**src/verilog/rss_pkg.sv**
```systemverilog
// package: register map, field layout, resets and timing for the run/stop sequencer
package rss_pkg;
  localparam int unsigned CLK_HZ          = 250_000_000;
  localparam int unsigned REV_BOTH_MS     = 60;
  localparam int unsigned REV_BOTH_CYC    = CLK_HZ / 1000 * REV_BOTH_MS;
  localparam int unsigned KEY_SYNC_STAGES = 2;

  // register word byte addresses
  localparam logic [7:0] ADDR_CTRL    = 8'h00;
  localparam logic [7:0] ADDR_STATUS  = 8'h04;
  localparam logic [7:0] ADDR_IRQ_ST  = 8'h08;
  localparam logic [7:0] ADDR_IRQ_MSK = 8'h0C;
  localparam logic [7:0] ADDR_USER    = 8'h10;

  // ctrl fields
  localparam int unsigned CTRL_SEL_LSB = 0;
  localparam int unsigned CTRL_SEL_W   = 3;
  localparam int unsigned CTRL_HZS     = 4;
  localparam int unsigned CTRL_TRACK   = 5;
  localparam int unsigned CTRL_STOPKEY = 6;
  localparam int unsigned CTRL_DRVEN   = 7;
  localparam int unsigned CTRL_KEYPAD  = 8;
  localparam logic [31:0] CTRL_RESET   = 32'h0000_0094;

  // user routing fields (selectors 4 to 7)
  localparam int unsigned USR_A_LSB = 0;
  localparam int unsigned USR_B_LSB = 2;
  localparam int unsigned USR_C_LSB = 4;
  localparam int unsigned USR_LATCH = 6;
  localparam logic [31:0] USR_RESET = 32'h0000_0000;

  // interrupt events
  localparam int unsigned IRQ_W       = 4;
  localparam int unsigned EV_LOCKOUT  = 0;
  localparam int unsigned EV_TRIPCLR  = 1;
  localparam int unsigned EV_RELEASE  = 2;
  localparam int unsigned EV_STANDBY  = 3;

  typedef enum logic [2:0] {
    RSS_ST_READY  = 3'b000,
    RSS_ST_RUN    = 3'b001,
    RSS_ST_STOP   = 3'b010,
    RSS_ST_HOLD   = 3'b011,
    RSS_ST_TRIP   = 3'b100
  } rss_state_t;

  // user destinations for a terminal
  localparam logic [1:0] DST_NONE   = 2'h0;
  localparam logic [1:0] DST_FWD    = 2'h1;
  localparam logic [1:0] DST_REV    = 2'h2;
  localparam logic [1:0] DST_NHALT  = 2'h3;
endpackage

```
**src/verilog/rss_seq.sv**
```systemverilog
// run/stop sequencer with terminal routing, stop-key lockout and wishbone registers
//
// The register offsets and the Wishbone slave port are this design's own decisions.
`timescale 1ns/1ps
// How it works
// RL1: selector 0/1 gives fwd/rev from terminals b/c; 2/3 gives run and direction.
// RL2: selector 1/3 sends terminal a to not-halt, latching on; 0/2 to enable, off.
// RL3: hardware enable follows safe torque off, optionally ANDed with routed terminal a.
// RL4: hold zero speed keeps the inverter active after run removal at standstill.
// RL5: with hold zero speed and the drive enabled, standstill enters active hold state, not ready.
// RL6: enable with tracking off starts post-ramp reference at zero, then ramps.
// RL7: enable with tracking on loads post-ramp reference with measured speed.
// RL8: stop-key enable bit makes a stop key press always stop the motor.
// RL9: in keypad mode the stop key is always enabled regardless of that bit.
// RL10: a stop key press never takes the drive from stopped to running.
// RL11: stop key while tripped clears the trip and leaves the drive stopped.
// RL12: low bus trip ignores stop key and clears when bus voltage recovers.
// RL13: qualifying stop press without latching removes sequencer run until released.
// RL14: release on no run bits, disabled, fwd and rev for 60 ms, or low bus.
// RL15: selectors 0 to 3 force routing and latching; 4 to 7 use user routing.
// RL16: the drive runs only while software drive enable is one.
// RL17: run blocking lives in one lockout flop, set by press, cleared by release.
module rss_seq
  import rss_pkg::*;
#(
  parameter int unsigned SPD_W        = 16,
  parameter int unsigned REV_BOTH_CNT = REV_BOTH_CYC
) (
  input  wire logic             clk_i,
  input  wire logic             rst_i,
  input  wire logic             wb_cyc_i,
  input  wire logic             wb_stb_i,
  input  wire logic             wb_we_i,
  input  wire logic [7:0]       wb_adr_i,
  input  wire logic [3:0]       wb_sel_i,
  input  wire logic [31:0]      wb_dat_i,
  output logic      [31:0]      wb_dat_o,
  output logic                  wb_ack_o,
  output logic                  irq_o,
  input  wire logic             term_a_i,
  input  wire logic             term_b_i,
  input  wire logic             term_c_i,
  input  wire logic             stop_key_i,
  input  wire logic             safe_torque_i,
  input  wire logic             trip_i,
  input  wire logic             low_bus_i,
  input  wire logic             standstill_i,
  input  wire logic [SPD_W-1:0] motor_speed_i,
  input  wire logic [SPD_W-1:0] ref_i,
  output logic      [SPD_W-1:0] post_ramp_reference_o,
  output logic                  inverter_active_o,
  output logic                  run_o,
  output logic                  reverse_o,
  output logic                  trip_reset_o
);
  // ****************************************************************
  // pin synchronisers
  // ****************************************************************
  logic [6:0] pins_s;
  rss_sync #(.W(7)) u_sync (
    .clk_i (clk_i),
    .rst_i (rst_i),
    .d_i   ({term_a_i, term_b_i, term_c_i, stop_key_i, safe_torque_i, trip_i, low_bus_i}),
    .q_o   (pins_s)
  );
  logic ta, tb, tc, key, sto, trip, lowbus;
  assign {ta, tb, tc, key, sto, trip, lowbus} = pins_s;

  // ****************************************************************
  // state
  // ****************************************************************
  typedef struct packed {
    logic [31:0]      ctrl;
    logic [31:0]      usr;
    logic [IRQ_W-1:0] irq_st;
    logic [IRQ_W-1:0] irq_msk;
    logic             ack;
    logic [31:0]      rdat;
    rss_state_t       st;
    logic             key_d;
    logic             lockout;
    logic [31:0]      both_cnt;
    logic [SPD_W-1:0] pref;
    logic             trip_rst;
  } rss_regs_t;
  rss_regs_t q_r, q_nxt;

  logic [2:0] sel;
  logic       fwd, rev, nhalt, en_term, latch, hw_en, drv_en, enabled;
  logic       key_press, key_live, both, release_c, seq_run, run_req;
  logic       wr, rd_hit;

  // ****************************************************************
  // terminal routing
  // ****************************************************************
  always_comb begin
    sel     = q_r.ctrl[CTRL_SEL_LSB +: CTRL_SEL_W];
    fwd     = 1'b0;
    rev     = 1'b0;
    nhalt   = 1'b1;
    en_term = 1'b1;
    latch   = 1'b0;
    case (sel)
      3'h0, 3'h1, 3'h2, 3'h3: begin // RL15
        if (sel[1]) begin // RL1
          fwd = tb & ~tc;
          rev = tb & tc;
        end else begin
          fwd = tb;
          rev = tc;
        end
        if (sel[0]) begin // RL2
          nhalt = ta;
          latch = 1'b1;
        end else begin
          en_term = ta;
        end
      end
      default: begin // RL15
        latch = q_r.usr[USR_LATCH];
        if (q_r.usr[USR_A_LSB +: 2] == DST_NHALT) nhalt = ta;
        if (q_r.usr[USR_A_LSB +: 2] == DST_FWD) fwd = ta;
        if (q_r.usr[USR_B_LSB +: 2] == DST_FWD) fwd = fwd | tb;
        if (q_r.usr[USR_B_LSB +: 2] == DST_REV) rev = tb;
        if (q_r.usr[USR_C_LSB +: 2] == DST_REV) rev = rev | tc;
      end
    endcase
  end

  assign hw_en   = sto & en_term;                          // RL3
  assign drv_en  = q_r.ctrl[CTRL_DRVEN];
  assign enabled = hw_en & drv_en;                         // RL16
  assign key_press = key & ~q_r.key_d;
  assign key_live  = q_r.ctrl[CTRL_STOPKEY] | q_r.ctrl[CTRL_KEYPAD]; // RL8 RL9
  assign both      = fwd & rev;
  assign release_c = (~fwd & ~rev) | ~enabled | lowbus     // RL14
                   | (q_r.both_cnt >= REV_BOTH_CNT)
                   | (latch & ~nhalt);
  assign seq_run = (fwd ^ rev) & nhalt & ~q_r.lockout;     // RL13
  assign run_req = seq_run & enabled & ~trip & ~lowbus;

  assign wr     = wb_cyc_i & wb_stb_i & wb_we_i & ~q_r.ack;
  assign rd_hit = wb_cyc_i & wb_stb_i & ~q_r.ack;

  // ****************************************************************
  // next state
  // ****************************************************************
  always_comb begin
    q_nxt          = q_r;
    q_nxt.key_d    = key;
    q_nxt.trip_rst = 1'b0;
    q_nxt.ack      = rd_hit;
    // bus
    if (wr) begin
      for (int b = 0; b < 4; b++) begin
        if (wb_sel_i[b]) begin
          case (wb_adr_i)
            ADDR_CTRL:    q_nxt.ctrl[b*8 +: 8] = wb_dat_i[b*8 +: 8];
            ADDR_USER:    q_nxt.usr[b*8 +: 8]  = wb_dat_i[b*8 +: 8];
            default: ;
          endcase
        end
      end
      if (wb_adr_i == ADDR_IRQ_MSK && wb_sel_i[0])
        q_nxt.irq_msk = wb_dat_i[IRQ_W-1:0];
      if (wb_adr_i == ADDR_IRQ_ST && wb_sel_i[0])
        q_nxt.irq_st = q_r.irq_st & ~wb_dat_i[IRQ_W-1:0];
    end
    q_nxt.rdat = 32'h0000_0000;
    if (rd_hit) begin
      case (wb_adr_i)
        ADDR_CTRL:    q_nxt.rdat = q_r.ctrl;
        ADDR_USER:    q_nxt.rdat = q_r.usr;
        ADDR_IRQ_ST:  q_nxt.rdat = {{(32-IRQ_W){1'b0}}, q_r.irq_st};
        ADDR_IRQ_MSK: q_nxt.rdat = {{(32-IRQ_W){1'b0}}, q_r.irq_msk};
        ADDR_STATUS:  q_nxt.rdat = {23'h00_0000, q_r.lockout, latch, nhalt, rev, fwd, hw_en, q_r.st};
        default:      q_nxt.rdat = 32'h0000_0000;
      endcase
    end
    // both-run timer
    if (both) begin
      if (q_r.both_cnt < REV_BOTH_CNT) q_nxt.both_cnt = q_r.both_cnt + 32'h0000_0001; // RL14
    end else begin
      q_nxt.both_cnt = 32'h0000_0000;
    end
    // lockout flop; press wins over release in the same cycle
    if (release_c) q_nxt.lockout = 1'b0;                   // RL17
    if (key_press & ~latch & (key_live | trip)) begin
      q_nxt.lockout = 1'b1;                                // RL13 RL17
      q_nxt.irq_st[EV_LOCKOUT] = 1'b1;
    end
    if (q_r.lockout & release_c) q_nxt.irq_st[EV_RELEASE] = 1'b1;
    // trip reset from stop key; low bus trip is not user clearable
    if (key_press & trip & ~lowbus) begin                  // RL11 RL12
      q_nxt.trip_rst = 1'b1;
      q_nxt.irq_st[EV_TRIPCLR] = 1'b1;
    end
    // sequencer
    case (q_r.st)
      RSS_ST_READY, RSS_ST_HOLD: begin
        if (trip | lowbus) q_nxt.st = RSS_ST_TRIP;
        else if (run_req & ~key_press) begin               // RL10
          q_nxt.st = RSS_ST_RUN;
          q_nxt.pref = q_r.ctrl[CTRL_TRACK] ? motor_speed_i : {SPD_W{1'b0}}; // RL6 RL7
        end else if ((q_r.st == RSS_ST_HOLD) & ~(q_r.ctrl[CTRL_HZS] & enabled)) begin
          // hold only lasts while zero-speed hold is on and the drive is enabled
          q_nxt.st = RSS_ST_READY;                         // RL4 RL16
        end
      end
      RSS_ST_RUN: begin
        if (trip | lowbus) q_nxt.st = RSS_ST_TRIP;
        else if (~run_req | (key_press & key_live)) q_nxt.st = RSS_ST_STOP; // RL8
        else if (q_r.pref < ref_i) q_nxt.pref = q_r.pref + {{(SPD_W-1){1'b0}}, 1'b1}; // RL6
        else if (q_r.pref > ref_i) q_nxt.pref = q_r.pref - {{(SPD_W-1){1'b0}}, 1'b1};
      end
      RSS_ST_STOP: begin
        q_nxt.pref = {SPD_W{1'b0}};
        if (trip | lowbus) q_nxt.st = RSS_ST_TRIP;
        else if (standstill_i) begin
          q_nxt.st = (q_r.ctrl[CTRL_HZS] & enabled) ? RSS_ST_HOLD : RSS_ST_READY; // RL4 RL5
          q_nxt.irq_st[EV_STANDBY] = 1'b1;
        end
      end
      RSS_ST_TRIP: begin
        q_nxt.pref = {SPD_W{1'b0}};
        if (~trip & ~lowbus) q_nxt.st = RSS_ST_READY;      // RL11 RL12
      end
      default: q_nxt.st = RSS_ST_READY;
    endcase
  end

  always_ff @(posedge clk_i) begin
    if (rst_i) begin
      q_r          <= '0;
      q_r.ctrl     <= CTRL_RESET;
      q_r.usr      <= USR_RESET;
      q_r.st       <= RSS_ST_READY;
    end else begin
      q_r <= q_nxt;
    end
  end

  // ****************************************************************
  // outputs
  // ****************************************************************
  assign wb_ack_o              = q_r.ack;
  assign wb_dat_o              = q_r.rdat;
  assign irq_o                 = |(q_r.irq_st & q_r.irq_msk);
  assign post_ramp_reference_o = q_r.pref;
  assign run_o                 = (q_r.st == RSS_ST_RUN);
  assign reverse_o             = rev;
  assign inverter_active_o     = (q_r.st == RSS_ST_RUN) | (q_r.st == RSS_ST_STOP)
                               | (q_r.st == RSS_ST_HOLD);  // RL4
  assign trip_reset_o          = q_r.trip_rst;

  // ****************************************************************
  // checks
  // ****************************************************************
  chk_key_no_start: assert property (@(posedge clk_i) disable iff (rst_i) // RL10
    (q_r.st != RSS_ST_RUN) && key_press |=> (q_r.st != RSS_ST_RUN))
    else $error("stop key started the drive");
  chk_lock_set: assert property (@(posedge clk_i) disable iff (rst_i) // RL13
    key_press && !latch && (key_live || trip) |=> q_r.lockout)
    else $error("lockout not set by stop key");
  chk_lock_blocks: assert property (@(posedge clk_i) disable iff (rst_i) // RL17
    q_r.lockout |=> (q_r.st != RSS_ST_RUN))
    else $error("run passed while locked out");
  chk_lock_release: assert property (@(posedge clk_i) disable iff (rst_i) // RL14
    release_c && !key_press |=> !q_r.lockout)
    else $error("lockout not released");
  chk_lowbus_noclr: assert property (@(posedge clk_i) disable iff (rst_i) // RL12
    lowbus |=> !q_r.trip_rst)
    else $error("low bus trip reset by key");
  chk_hold_entry: assert property (@(posedge clk_i) disable iff (rst_i) // RL5
    (q_r.st == RSS_ST_STOP) && standstill_i && !trip && !lowbus && q_r.ctrl[CTRL_HZS] && enabled
    |=> (q_r.st == RSS_ST_HOLD) && inverter_active_o)
    else $error("hold state not entered");
  chk_track_load: assert property (@(posedge clk_i) disable iff (rst_i) // RL7
    $changed(q_r.st) && (q_r.st == RSS_ST_RUN) && q_r.ctrl[CTRL_TRACK]
    |-> post_ramp_reference_o == $past(motor_speed_i))
    else $error("reference not loaded with speed");
  chk_zero_start: assert property (@(posedge clk_i) disable iff (rst_i) // RL6
    $changed(q_r.st) && (q_r.st == RSS_ST_RUN) && !q_r.ctrl[CTRL_TRACK]
    |-> post_ramp_reference_o == {SPD_W{1'b0}})
    else $error("reference not started at zero");
  chk_drv_disable: assert property (@(posedge clk_i) disable iff (rst_i) // RL16
    !drv_en && (q_r.st == RSS_ST_RUN) |=> (q_r.st != RSS_ST_RUN))
    else $error("ran while disabled");
  chk_route_latch: assert property (@(posedge clk_i) disable iff (rst_i) // RL2
    (sel == 3'h1 || sel == 3'h3) |-> latch && (nhalt == ta))
    else $error("latch routing wrong");

  // ****************************************************************
  // rule checks: routing, stopping, trips, release
  // ****************************************************************
  chk_route_fwdrev: assert property (@(posedge clk_i) disable iff (rst_i) // RL1
    (sel == 3'h0 || sel == 3'h1) |-> (fwd == tb) && (rev == tc))
    else $error("forward reverse routing wrong");
  chk_route_dir: assert property (@(posedge clk_i) disable iff (rst_i) // RL1
    (sel == 3'h2 || sel == 3'h3) |-> (fwd == (tb && !tc)) && (rev == (tb && tc)))
    else $error("run direction routing wrong");
  chk_route_enable: assert property (@(posedge clk_i) disable iff (rst_i) // RL2
    (sel == 3'h0 || sel == 3'h2) |-> !latch && nhalt && (en_term == ta))
    else $error("enable routing wrong");
  chk_hw_enable: assert property (@(posedge clk_i) disable iff (rst_i) // RL3
    !sto |-> !hw_en && !enabled)
    else $error("enabled without safe torque input");
  chk_hold_exit: assert property (@(posedge clk_i) disable iff (rst_i) // RL4 RL16
    (q_r.st == RSS_ST_HOLD) && !enabled && !trip && !lowbus
    |=> (q_r.st == RSS_ST_READY) && !inverter_active_o)
    else $error("hold kept while disabled");
  chk_ready_entry: assert property (@(posedge clk_i) disable iff (rst_i) // RL5
    (q_r.st == RSS_ST_STOP) && standstill_i && !trip && !lowbus && !(q_r.ctrl[CTRL_HZS] && enabled)
    |=> (q_r.st == RSS_ST_READY) && !inverter_active_o)
    else $error("ready state not entered");
  chk_stopkey_stop: assert property (@(posedge clk_i) disable iff (rst_i) // RL8
    (q_r.st == RSS_ST_RUN) && key_press && q_r.ctrl[CTRL_STOPKEY] && !trip && !lowbus
    |=> (q_r.st == RSS_ST_STOP))
    else $error("enabled stop key did not stop");
  chk_keypad_stop: assert property (@(posedge clk_i) disable iff (rst_i) // RL9
    (q_r.st == RSS_ST_RUN) && key_press && q_r.ctrl[CTRL_KEYPAD] && !trip && !lowbus
    |=> (q_r.st == RSS_ST_STOP))
    else $error("keypad mode stop key did not stop");
  chk_trip_clear: assert property (@(posedge clk_i) disable iff (rst_i) // RL11
    key_press && trip && !lowbus |=> trip_reset_o && (q_r.st == RSS_ST_TRIP))
    else $error("trip not cleared by stop key");
  chk_lowbus_trip: assert property (@(posedge clk_i) disable iff (rst_i) // RL12
    lowbus |=> (q_r.st == RSS_ST_TRIP))
    else $error("low bus did not hold the trip");
  chk_both_clear: assert property (@(posedge clk_i) disable iff (rst_i) // RL14
    !both |=> (q_r.both_cnt == 32'h0000_0000))
    else $error("both-run timer not cleared");
  chk_user_latch: assert property (@(posedge clk_i) disable iff (rst_i) // RL15
    (sel > 3'h3) |-> (latch == q_r.usr[USR_LATCH]))
    else $error("user latch routing wrong");
  chk_lock_hold: assert property (@(posedge clk_i) disable iff (rst_i) // RL17
    q_r.lockout && !release_c |=> q_r.lockout)
    else $error("lockout dropped without release");
  chk_disable_norun: assert property (@(posedge clk_i) disable iff (rst_i) // RL16
    (q_r.st != RSS_ST_RUN) && !enabled |=> (q_r.st != RSS_ST_RUN))
    else $error("started while disabled");
  chk_ramp_up: assert property (@(posedge clk_i) disable iff (rst_i) // RL6
    (q_r.st == RSS_ST_RUN) && run_req && !key_press && (q_r.pref < ref_i)
    |=> post_ramp_reference_o == $past(q_r.pref) + {{(SPD_W-1){1'b0}}, 1'b1})
    else $error("reference did not ramp up");
endmodule // rss_seq

```
**src/verilog/rss_sync.sv**
```systemverilog
// two-flop synchroniser for a vector of pin inputs
`timescale 1ns/1ps
module rss_sync #(
  parameter int unsigned W = 1
) (
  input  wire logic         clk_i,
  input  wire logic         rst_i,
  input  wire logic [W-1:0] d_i,
  output logic      [W-1:0] q_o
);
  logic [W-1:0] meta_r;
  logic [W-1:0] q_r;
  always_ff @(posedge clk_i) begin
    if (rst_i) begin
      meta_r <= '0;
      q_r    <= '0;
    end else begin
      meta_r <= d_i;
      q_r    <= meta_r;
    end
  end
  assign q_o = q_r;
endmodule // rss_sync
```
**config.mk**
```make
export PLATFORM = sky130hd
export DESIGN_NAME = rss_seq
export DESIGN_NICKNAME = d
export VERILOG_FILES = /design/src/verilog/rss_pkg.sv /design/src/verilog/rss_seq.sv /design/src/verilog/rss_sync.sv
export SDC_FILE = /design/constraint.sdc
export NUM_CORES = 1
export LEC_CHECK = 0
export BUFFER_PORTS_ARGS = -buffer_cell sky130_fd_sc_hd__buf_2
export CAP_MARGIN = 15
export CORE_MARGIN = 2
export CORE_UTILIZATION = 55
export CTS_CLUSTER_SIZE = 28
export DETAILED_ROUTE_END_ITERATION = 8
export GPL_TIMING_DRIVEN = 0
export HOLD_SLACK_MARGIN = 0.05
export PLACE_DENSITY = 0.8
export SLEW_MARGIN = 20
export SYNTH_ARGS = -nofsm -noshare
export SYNTH_HDL_FRONTEND = slang
export SYNTH_SLANG_ARGS = --single-unit
```
**constraint.sdc**
```tcl
create_clock -name clk_i -period 5.1 [get_ports clk_i]
set_clock_uncertainty 0.15 [all_clocks]
set_input_delay 0.51 -clock clk_i [delete_from_list [all_inputs] [get_ports clk_i]]
set_output_delay 0.51 -clock clk_i [all_outputs]
set_load 0.005 [all_outputs]
```
Word level (Yosys, flattened, before mapping)
Cells that the tools add are included.
{"block": "totals", "input_bits": 89, "wordCells": 195, "register_bits": 173}
{"block": "op_classes", "mux": 48, "eq_ne": 25, "magnitude_cmp": 4, "bitwise_logic": 59, "reduce_logical": 33, "add_sub_neg": 3}
{"cell": "$pmux W32 S5", "count": 1}
{"cell": "$mux W16", "count": 7}
{"cell": "$pmux W16 S3", "count": 1}
{"cell": "$add A32 B1 Y32 const B", "count": 1}
{"cell": "$ge A32 B24 Y1 const B", "count": 1}
{"cell": "$lt A32 B24 Y1 const B", "count": 1}
{"cell": "$and A1 B1 Y1", "count": 27}
{"cell": "$mux W1", "count": 26}
{"cell": "$mux W3", "count": 8}
{"cell": "$reduce_and A3 Y1", "count": 8}
{"cell": "$add A16 B1 Y16 const B", "count": 1}
{"cell": "$eq A8 B4 Y1 const B", "count": 2}
{"cell": "$gt A16 B16 Y1", "count": 1}
{"cell": "$lt A16 B16 Y1", "count": 1}
{"cell": "$not A1 Y1", "count": 16}
{"cell": "$sub A16 B1 Y16 const B", "count": 1}
{"cell": "$reduce_bool A2 Y1", "count": 7}
{"cell": "$eq A3 B2 Y1 const B", "count": 4}
{"cell": "$or A1 B1 Y1", "count": 12}
{"cell": "$pmux W3 S4", "count": 1}
{"cell": "$ne A2 B2 Y1 const B", "count": 5}
{"cell": "$and A4 B4 Y4", "count": 2}
{"cell": "$eq A8 B3 Y1 const B", "count": 1}
{"cell": "$eq A8 B5 Y1 const B", "count": 1}
{"cell": "other kinds (21)", "count": 36}

Logic depth before layout (Yosys ltp)
Gate-level depths: netlist of the first run.
{"block": "depth", "word_depth": 17, "mapped_depth": 16, "depth_no_buf": 16}

Modules after synthesis
From an unflattened synthesis of the first run, not the netlist that was laid out.
{"block": "hier_totals", "hier_cells": 936, "area_unflattened_um2": 8374.3}
{"mod": "rss_seq", "n_inst": 1, "area_per_inst_um2": 7966.4, "cells_each": 907}
{"mod": "rss_sync", "n_inst": 1, "area_per_inst_um2": 407.9, "cells_each": 29}

Worst setup path before layout of the first run
OpenSTA, ideal clock, no wires.
{"block": "synth_timing", "kind": "input to register", "startpoint": "input port ref_i[14]", "endpoint": "register q_r (netlist bit post_ramp_reference_o[14])", "t_arrival_ns": 3.559, "path_slack_ns": 1.259, "path_buffers": 0, "setup_ns": 0.133, "cell_stages": 15, "required_ns": 4.817, "cell_sequence": "inv_1 ha_1 nand4_1 nor4_1 o21ai_1 o211ai_2 ha_1 nor2b_1 o31ai_1 a21oi_1 o41ai_2 o21ai_0 xor2_1 a22oi_1 a21oi_1"}
{"block": "synth_via", "elab_chain_len": 5}
{"item": "start: declaration", "line_no": "rss_seq.sv:49", "source": "input wire logic [SPD_W-1:0] ref_i,"}
{"item": "$lt A16 B16 Y1", "line_no": "rss_seq.sv:213", "source": "else if (q_r.pref < ref_i) q_nxt.pref = q_r.pref + {{(SPD_W-1){1'b0}}, 1'b1};"}
{"item": "$mux W16", "line_no": "rss_seq.sv:213"}
{"item": "$mux W16", "line_no": "rss_seq.sv:212", "source": "else if (~run_req | (key_press & key_live)) q_nxt.st = RSS_ST_STOP;"}
{"item": "$mux W16", "line_no": "rss_seq.sv:211", "source": "if (trip | lowbus) q_nxt.st = RSS_ST_TRIP;"}
{"item": "$pmux W16 S3", "line_no": "rss_seq.sv:199", "source": "case (q_r.st)"}
{"item": "end signal: assignment", "line_no": "rss_seq.sv:239", "source": "q_r <= q_nxt;"}
{"item": "end: declaration", "line_no": "rss_seq.sv:86", "source": "rss_regs_t q_r, q_nxt;"}
Parallel ways exist; a longest one is shown, timed or not. The select of a mux whose other input is x is not followed.
A chain may end at the register's enable or synchronous reset.

Final worst setup path of the first run
{"block": "layout_timing", "startpoint": "register q_r (netlist bit post_ramp_reference_o[14])", "endpoint": "register q_r (netlist bit post_ramp_reference_o[14])"}
{"block": "layout_via", "elab_chain_len": 6}
{"item": "$sub A16 B1 Y16", "line_no": "rss_seq.sv:214", "source": "else if (q_r.pref > ref_i) q_nxt.pref = q_r.pref - {{(SPD_W-1){1'b0}}, 1'b1};"}
{"item": "$mux W16", "line_no": "rss_seq.sv:214"}
{"item": "$mux W16", "line_no": "rss_seq.sv:213"}
{"item": "$mux W16", "line_no": "rss_seq.sv:212"}
{"item": "$mux W16", "line_no": "rss_seq.sv:211"}
{"item": "$pmux W16 S3", "line_no": "rss_seq.sv:199"}
Parallel ways exist; a longest one is shown, timed or not. The select of a mux whose other input is x is not followed.

==> results of run 1 <==
sequential cells by signal (all words and copies together), names as in the netlist:
register and flops:
u_sync.q_o 7, u_sync.meta_r 7, q_r 108, wb_dat_o 32, wb_ack_o 1, trip_reset_o 1, post_ramp_reference_o 16, drv_en 1
layout by cell type, fill, tap and decap left out, drive strengths merged, types with 3 or more instances in the layout:
cell type,Yosys,routed
nand2,47,47
nand2b,6,6
nand3b,4,4
a21oi,29,29
a221oi,3,3
mux2,3,3
nor3,14,14
nor2,156,156
o211ai,6,6
a31oi,6,6
nor2b,21,21
clkinv,0,4
ha,35,35
and3,6,6
clkbuf,25,45
a211oi,13,13
o21ai,26,26
a31o,3,3
a22oi,41,41
dfxtp,173,173
mux2i,66,66
inv,33,36
xnor2,12,12
xor2,25,25
buf,64,203
nand4,9,9
nand3,19,19
o21a,4,4
a222oi,8,8
a21o,5,5
a22o,3,3
and2,15,15
nor4,5,5
how the worst max path moves through the flow:
stage | start | to | depth (start not counted)
after global routing | post_ramp_reference_o[14] | post_ramp_reference_o[14] | 14
after CTS | post_ramp_reference_o[14] | post_ramp_reference_o[14] | 14
after detailed placement | ref_i[14] | post_ramp_reference_o[14] | 16
final | post_ramp_reference_o[14] | post_ramp_reference_o[14] | 14
after floorplan | ref_i[14] | post_ramp_reference_o[14] | 15
after global placement | ref_i[14] | post_ramp_reference_o[14] | 16
worst max-delay path, cell delays in order, from the launching register on:
cell	delay, ps
dfxtp_1	340
ha_1	320
nand4_1	210
nor4_1	600
o21ai_1	260
o211ai_2	410
ha_1	420
nor2b_1	170
o31ai_1	300
a21oi_1	180
o41ai_2	450
o21ai_0	190
xor2_1	170
a22oi_1	180
a21oi_1	80
power by group through the flow:
stage	registers [mW]	clock network, mW	logic [mW]
global route	1.41	1.35	0.456
CTS	1.41	1.29	0.407
floorplan	1.43	0	0.281
global placement	1.44	0	0.393
finish	1.41	1.28	0.409
detailed placement	1.44	0	0.403
cell type report:
type / instances / area [sq um] / area share, %
buffer: 89 / 556 / 5.67
clock buffer: 20 / 447 / 4.56
clock inverter: 11 / 135 / 1.38
inverter: 33 / 124 / 1.26
multi-input combinational: 614 / 4150 / 42.3
sequential: 173 / 3460 / 35.4
tap: 184 / 230 / 2.35
timing repair buffer: 139 / 696 / 7.10
cells by family (layout without fill, tap and decap cells):
logic type,count (synthesis),in the layout,share of synthesized area [%]
fa+ha+maj,36,36,5.52
buf+inv,122,292,8.20
flops,173,173,41.8
simple gates,312,312,18.5
mux,70,70,8.65
compound gates,159,159,13.4
xor+xnor,37,37,3.91
per-layer routing:
metal / up-vias / global-route usage, %
li1: 3443 / -
met2: 230 / 39.6
met3: 37 / 5.06
met1: 3313 / 32.3
met5: - / 0
met4: 0 / 8.34
==> flow_summary_export.csv, run 1 <==
group,metric,value,unit
outcome,status,"finished, final reports clean",
yosys,syn_nets,1034,
sta,rsz0062_at_grt,"no",
yosys,synth_top_cell_by_area,"dfxtp_1",
route,post_drt_wl_per_cell,15.4,microns
route,wl_met1,8720,microns
sta,hold_violations,0,
route,drc,0,
grt,grt_pass1_wl,31500,microns
critical_path,path_class,"reg -> reg",
route,dr_wl_met2,9130,microns
floorplan,die_x,127,microns
yosys,netlist_top_cells_area,"dfxtp_1, mux2i_1, nor2_1",
place,dpl_worst_slack,299,ps
yosys,synth_seq_cells,173,
sta,period_needed,4580,ps
place,dp.cells,1232,
yosys,syn_inst,909,
critical_path,worstPathRequired,5240,ps
yosys,synth_most_common_cell,"dfxtp_1",
yosys,synth-async-reset-ratio,0,%
route,postRouteAntennaNets,0,
route,viasPerCell,5.56,
grt,globalRouteOverflowTotal,0,
clock_tree,cts_root_buffer,"clkbuf_16",
clock_tree,cts_num_sinks,173,
min_path,hp-class,"in -> reg",
route,routed_wl,19400,microns
clock_tree,path_clk_slew,60,ps
sta,max_freq,0.218,GHz
cells_and_area,final_nets,1192,
yosys,synthesis.area,8290,sq um
route,route.met3.wl,1120,microns
route,first_pass_iters,7,
sta,tns,0,ps
yosys,synth_edf_count,0,
sta,whs,132,ps
power,p_int,2.30,mW
place,hpwl,14100,microns
power,p_comb_share,13.2,%
sta,tightest_slew,921,ps
sta,setup_ws,519,ps
critical_path,critPathCaptureType,"flip-flop",
clock_tree,cts_buffer_depth,2,
yosys,ys_seq_area_share,41.8,%
critical_path,reg2regPathDepth,14,
critical_path,arrival,4730,ps
clock_tree,cts_buffers,17,
power,power.leakage,4.17,nW
place,port_buffers,139,
min_path,holdPathStages,2,
grt,antenna_found_initial,0,
power,p_sw,0.794,mW
power,power,3.10,mW
floorplan,pin_count,143,
cells_and_area,fin_cells,1263,
critical_path,cp-start-kind,"flip-flop",
sta,period_share,89.8,%
yosys,synth.distinct_cells,66,
route,dr_total_vias,7023,
clock_tree,hold_buffers,0,
place,gp_congestion,0.921,
sta,slew_viol_final,0,
route,drt_iter0_drc,478,
yosys,yosys_warnings,0,
clock_tree,cts-resized-gates,0,
cells_and_area,diodes,0,
floorplan,initial_core_util,56.6,%
sta,setup_viol,0,
power,power_frac_seq,45.5,%
critical_path,r2r_start,"post_ramp_reference_o[14]",
grt,grt_pass1_vias,6660,
clock_tree,cts_max_level,4,
critical_path,path_max_fanout,18,
cells_and_area,drive_above_1_share,23.7,%
job,cap_violations,0,
yosys,syn_area_per_cell,9.12,sq um
power,irDropWorstVdd,0.000249,V
floorplan,row_count,44,
min_path,min_from,"safe_torque_i",
clock_tree,cts_tree,"yes",
grt,grt_usage,24.3,%
place,placed_cell_area,9220,sq um
route,top_layer_used,"met4",
clock_tree,cts_setup_buffers,0,
grt,grt_max_degree,19,
floorplan,core_area,14600,sq um
power,swShare,25.6,%
yosys,synth_top_area_share,41.8,%
yosys,synth_ff_type,"dfxtp_1",
cells_and_area,n_fill_cell,1226,
floorplan,die_h,127,microns
sta,slew_headroom,38.4,%
yosys,yosys-top-cells-count,"dfxtp_1, nor2_1, mux2i_1, buf_4, nand2_1",
cells_and_area,post-route-util,66.9,%
cells_and_area,final_area,9800,sq um
clock_tree,worstSkewPairLatency,430,ps
power,clkPwrFrac,41.3,%
cells_and_area,syn2layout_area_growth,18.2,%
critical_path,reg2reg_setup_slack,520,ps
critical_path,reg2reg_to,"post_ramp_reference_o[14]",
power,power.density,316,nW/um^2
min_path,hold_path_end,"u_sync.meta_r[2]",
floorplan,dieArea,16100,sq um
(Power assumes the default switching activity.)
==> run 2: changes to the inputs <==
--- a/config.mk
+++ b/config.mk
@@ -14,6 +14,7 @@
 export GPL_TIMING_DRIVEN = 0
 export HOLD_SLACK_MARGIN = 0.05
 export PLACE_DENSITY = 0.8
+export RECOVER_POWER = 25
 export SLEW_MARGIN = 20
 export SYNTH_ARGS = -nofsm -noshare
 export SYNTH_HDL_FRONTEND = slang
==> flow_summary_export.csv, run 2 (synthesis results as in run 1) <==
group,metric,value,unit
power,p_int,2.30,mW
route,drc,0,
route,viasPerCell,5.56,
power,power.leakage,4.13,nW
cells_and_area,drive_above_1_share,23.3,%
place,dpl_worst_slack,299,ps
cells_and_area,diodes,0,
route,routed_wl,19400,microns
cells_and_area,final_nets,1192,
floorplan,initial_core_util,56.6,%
sta,whs,132,ps
floorplan,die_h,127,microns
route,drt_iter0_drc,438,
place,placed_cell_area,9220,sq um
critical_path,critPathLaunch,"post_ramp_reference_o[14]",
critical_path,cp-start-kind,"flip-flop",
sta,tightest_slew,907,ps
min_path,hold_path_end,"u_sync.meta_r[2]",
power,clkPwrFrac,41.3,%
sta,rsz0062_at_grt,"no",
cells_and_area,final_common_cell,"dfxtp_1",
floorplan,row_count,44,
power,power,3.10,mW
power,swShare,25.6,%
sta,tns,0,ps
clock_tree,path_clk_slew,60,ps
clock_tree,hold_buffers,0,
cells_and_area,post-route-util,66.8,%
min_path,hp-class,"in -> reg",
cells_and_area,layout_common_cells,"dfxtp_1, nor2_1, buf_2",
grt,grt_pass1_vias,6660,
route,post_drt_wl_per_cell,15.4,microns
power,p_sw,0.794,mW
critical_path,reg2reg_setup_slack,530,ps
sta,max_freq,0.219,GHz
clock_tree,worstSkewPairLatency,430,ps
cells_and_area,fin_cells,1263,
outcome,status,"finished, final reports clean",
cells_and_area,regMostFlops,"q_r",
place,port_buffers,139,
power,power.density,316,nW/um^2
clock_tree,cts_num_sinks,173,
critical_path,worstPathRequired,5240,ps
clock_tree,cts_buffers,17,
floorplan,pin_count,143,
floorplan,die_x,127,microns
floorplan,dieArea,16100,sq um
job,cap_violations,0,
route,postRouteAntennaNets,0,
place,dp.cells,1232,
route,dr_total_vias,7021,
floorplan,core_area,14600,sq um
sta,slew_headroom,39.4,%
clock_tree,cts_setup_buffers,0,
cells_and_area,n_fill_cell,1232,
cells_and_area,syn2layout_area_growth,18.1,%
critical_path,critPathCaptureType,"flip-flop",
min_path,holdPathStages,2,
grt,grt_pass1_wl,31500,microns
min_path,min_from,"safe_torque_i",
sta,slew_viol_final,0,
critical_path,path_max_fanout,18,
sta,setup_ws,529,ps
power,irDropWorstVdd,0.000249,V
clock_tree,cts_max_level,4,
power,p_comb_share,13.2,%
grt,grt_max_degree,19,
clock_tree,cts_tree,"yes",
sta,period_share,89.6,%
place,hpwl,14100,microns
critical_path,reg2reg_to,"post_ramp_reference_o[14]",
critical_path,reg2regPathDepth,14,
critical_path,arrival,4720,ps
route,first_pass_iters,5,
cells_and_area,final_area,9790,sq um
grt,grt_usage,24.3,%
sta,setup_viol,0,
clock_tree,cts-resized-gates,0,
cells_and_area,largest_register_ffs,108,
grt,antenna_found_initial,0,
place,gp_congestion,0.921,
critical_path,path_class,"reg -> reg",
sta,period_needed,4570,ps
clock_tree,cts_root_buffer,"clkbuf_16",
clock_tree,cts_buffer_depth,2,
critical_path,r2r_start,"post_ramp_reference_o[14]",
grt,globalRouteOverflowTotal,0,
power,power_frac_seq,45.5,%
sta,hold_violations,0,
==> run 2: per-layer routing <==
layer  track usage [%]  part of all wire [%]  wire [microns]  vias up
met1              32.3                    45            8660     3305
li1                  -                     -               -     3443
met2              39.6                    47            9060      234
met3              5.06                   6.2            1210       39
met5                 0                     0               0        -
met4              8.34                   2.5             478        0
==> run 2: critical path, stage by stage, from the launching register on <==
cell and delay (ps):
dfxtp_1 340, ha_1 320, nand4_1 210, nor4_1 600, o21ai_1 250, o211ai_2 410
ha_1 420, nor2b_1 170, o31ai_1 300, a21oi_1 180, o41ai_2 450, o21ai_0 190
xor2_1 170, a22oi_1 180, a21oi_1 80
==> run 2: how the worst max path moves through the flow <==
stage | endpoint | slack (ps) | cells past startpoint
after floorplan | post_ramp_reference_o[14] | 1260 | 15
after global placement | post_ramp_reference_o[14] | 370 | 16
after detailed placement | post_ramp_reference_o[14] | 300 | 16
after CTS | post_ramp_reference_o[14] | 570 | 14
after global routing | post_ramp_reference_o[14] | 290 | 14
final | post_ramp_reference_o[14] | 530 | 14
==> run 2: final cells by class <==
type	count	area (sq um)	area share [%]
sequential	173	3460	35.4
tap	184	230	2.35
clock inverter	11	135	1.38
timing repair buffer	139	691	7.06
multi-input combinational	614	4150	42.4
inverter	33	124	1.27
buffer	89	552	5.64
clock buffer	20	447	4.56
==> run 2: power by group through the flow <==
stage | logic (mW) | clock network, mW | registers (mW)
after global routing | 0.455 | 1.35 | 1.41
after global placement | 0.393 | 0 | 1.44
after floorplan | 0.281 | 0 | 1.43
after CTS | 0.407 | 1.29 | 1.41
final | 0.409 | 1.28 | 1.41
after detailed placement | 0.403 | 0 | 1.44
==> run 3: changes to the inputs <==
--- a/config.mk
+++ b/config.mk
@@ -5,6 +5,7 @@
 export SDC_FILE = /design/constraint.sdc
 export NUM_CORES = 1
 export LEC_CHECK = 0
+export ABC_AREA = 1
 export BUFFER_PORTS_ARGS = -buffer_cell sky130_fd_sc_hd__buf_2
 export CAP_MARGIN = 15
 export CORE_MARGIN = 2
==> flow_summary_export.csv, run 3 <==
group,metric,value,unit
route,dr_total_vias,8917,
floorplan,pin_count,143,
critical_path,path_class,"reg -> reg",
floorplan,initial_core_util,56.6,%
route,drc,0,
grt,globalRouteOverflowTotal,0,
clock_tree,cts_num_sinks,173,
floorplan,die_h,132,microns
clock_tree,cts_buffers,17,
yosys,yosys-top-cells-count,"nand2_1, dfxtp_1, nor2_1, inv_1, a21oi_1",
sta,period_needed,3680,ps
route,postRouteAntennaNets,0,
yosys,syn_nets,1443,
cells_and_area,largest_register_ffs,108,
yosys,ys_seq_area_share,38.2,%
clock_tree,cts_tree,"yes",
cells_and_area,regMostFlops,"q_r",
clock_tree,worstSkewPairLatency,440,ps
route,first_pass_iters,6,
yosys,syn_area_per_cell,6.87,sq um
floorplan,row_count,46,
place,hpwl,17600,microns
yosys,synth-async-reset-ratio,0,%
critical_path,arrival,3860,ps
grt,grt_pass1_wl,38600,microns
power,power.leakage,4.73,nW
sta,rsz0062_at_grt,"no",
route,post_drt_wl_per_cell,13.8,microns
place,gp_congestion,0.976,
clock_tree,cts-resized-gates,0,
floorplan,core_area,16000,sq um
sta,period_share,72.1,%
power,power,2.89,mW
min_path,hp-class,"in -> reg",
floorplan,dieArea,17500,sq um
power,power.density,275,nW/um^2
yosys,synth_edf_count,0,
critical_path,path_buf_inv,0,
yosys,synth_top_area_share,38.2,%
critical_path,path_max_fanout,18,
cells_and_area,drive_above_1_share,17.6,%
cells_and_area,final_nets,1603,
critical_path,path_cells,"ha_1 > a21oi_1 > o21ai_0 > a21oi_1 > nand2_1 > ha_1 > nand2_1 > o21ai_0 > nand3_1 > nand2_1 > nand2_1 > nand2_1 > nand2_1 > nand2_1 > o21ai_0 > nor2_1 > nor2_1",
grt,grt_max_degree,19,
yosys,synth_most_common_cell,"nand2_1",
yosys,synthesis.area,9050,sq um
cells_and_area,post-route-util,65.9,%
sta,hold_violations,0,
sta,tightest_slew,674,ps
critical_path,critPathCaptureType,"flip-flop",
place,dp.cells,1675,
critical_path,cpMostUsedCell,"nand2_1",
yosys,synth_top_cell_by_area,"dfxtp_1",
grt,grt_usage,26.9,%
cells_and_area,layout_common_cells,"nand2_1, nor2_1, dfxtp_1",
yosys,synth_ff_type,"dfxtp_1",
clock_tree,cts_buffer_depth,2,
yosys,netlist_top_cells_area,"dfxtp_1, nand2_1, a21oi_1",
sta,max_freq,0.272,GHz
critical_path,worstPathRequired,5280,ps
outcome,status,"finished, final reports clean",
yosys,synth_seq_cells,173,
clock_tree,cts_root_buffer,"clkbuf_16",
place,port_buffers,141,
power,irDropWorstVdd,0.000249,V
sta,slew_headroom,54.9,%
route,viasPerCell,5.23,
yosys,yosys_warnings,0,
job,cap_violations,0,
yosys,syn_inst,1318,
grt,antenna_found_initial,0,
clock_tree,cts_setup_buffers,0,
sta,slew_viol_final,0,
cells_and_area,fin_cells,1705,
floorplan,die_x,132,microns
clock_tree,path_clk_slew,70,ps
clock_tree,cts_max_level,4,
yosys,synth.distinct_cells,41,
cells_and_area,final_common_cell,"nand2_1",
grt,grt_pass1_vias,8055,
critical_path,cp-start-kind,"flip-flop",
critical_path,critPathSlowestCell,"ha_1",
clock_tree,hold_buffers,0,
critical_path,slowest_delay,570,ps
sta,tns,0,ps
cells_and_area,diodes,0,
route,drt_iter0_drc,692,
sta,setup_viol,0,
cells_and_area,syn2layout_area_growth,16.4,%
critical_path,crit_family,"simple AND/OR/NAND/NOR gates",
route,routed_wl,23500,microns
-- run 3: cell count changes after synthesis, sizes merged, moves of 10 or more --
cell	change
nor2	+28
and2	-15
nand3	+34
xnor2	-10
mux2i	-66
a21oi	+113
o21ai	+69
nor2b	-21
nand2	+246
a22oi	-41
inv	+129
xor2	-10
-- run 3: path summary, 6_finish.rpt --
kind | end | from | cells past startpoint | slack [ps]
worst max-delay path | post_ramp_reference_o[12] | post_ramp_reference_o[15] | 17 | 1420
worst min-delay path | u_sync.meta_r[3] | stop_key_i | 3 | 110
worst max register to register | post_ramp_reference_o[12] | post_ramp_reference_o[15] | 17 | 1420
worst min register to register | u_sync.q_o[5] | u_sync.meta_r[5] | 2 | 250
-- run 3: cell families (layout without fill, tap and decap cells) --
| kind of cell | count (synthesis) | after routing | synth area share [%] |
|---|---|---|---|
| and+or+nand+nor | 571 | 571 | 26.4 |
| adders and majority gates | 36 | 36 | 5.06 |
| AOI/OAI and AO/OA | 271 | 271 | 15.8 |
| DFF | 173 | 173 | 38.2 |
| buffers and inverters | 250 | 421 | 12.8 |
| xor gates and xnor gates | 17 | 17 | 1.64 |
-- run 3: area by class of cell --
| cell class | instances | area, sq um |
|---|---|---|
| Buffer | 87 | 547 |
| Clock buffer | 19 | 433 |
| Clock inverter | 11 | 86.3 |
| Fill cell | 1497 | 5460 |
| Inverter | 163 | 612 |
| Multi-Input combinational cell | 895 | 4430 |
| Sequential cell | 173 | 3460 |
| Tap cell | 216 | 270 |
| Timing Repair Buffer | 141 | 696 |
-- run 3: power by group --
part	total, mW	internal [mW]	switching, mW	leakage [nW]
Combinational	0.332	0.128	0.203	3.10
Clock	1.18	0.621	0.554	0.239
Sequential	1.39	1.37	0.0181	1.40
-- run 3: metal layers --
layer / track usage, % / share of wire [%] / vias up
met5: 0 / 0 / -
met4: 10.9 / 3.2 / 0
met3: 5.50 / 6.4 / 60
met2: 44.2 / 46 / 332
met1: 34.7 / 44 / 4016
li1: - / - / 4509
-- run 3: stage by stage --
step	area (sq um)	hold slack, ps	setup WS (ps)
floorplan	9050	238	1950
global placement	10000	239	1300
detailed placement	10000	245	1230
CTS	10600	114	1420
global route	10500	117	899
finish	10500	112	1420
-- run 3: worst register-to-register path: stages, from the launching register on --
cell and delay [ps]:
dfxtp_1 420, ha_1 280, a21oi_1 150, o21ai_0 120, a21oi_1 230, nand2_1 470
ha_1 570, nand2_1 90, o21ai_0 320, nand3_1 130, nand2_1 130, nand2_1 70
nand2_1 90, nand2_1 60, nand2_1 50, o21ai_0 80, nor2_1 110, nor2_1 50
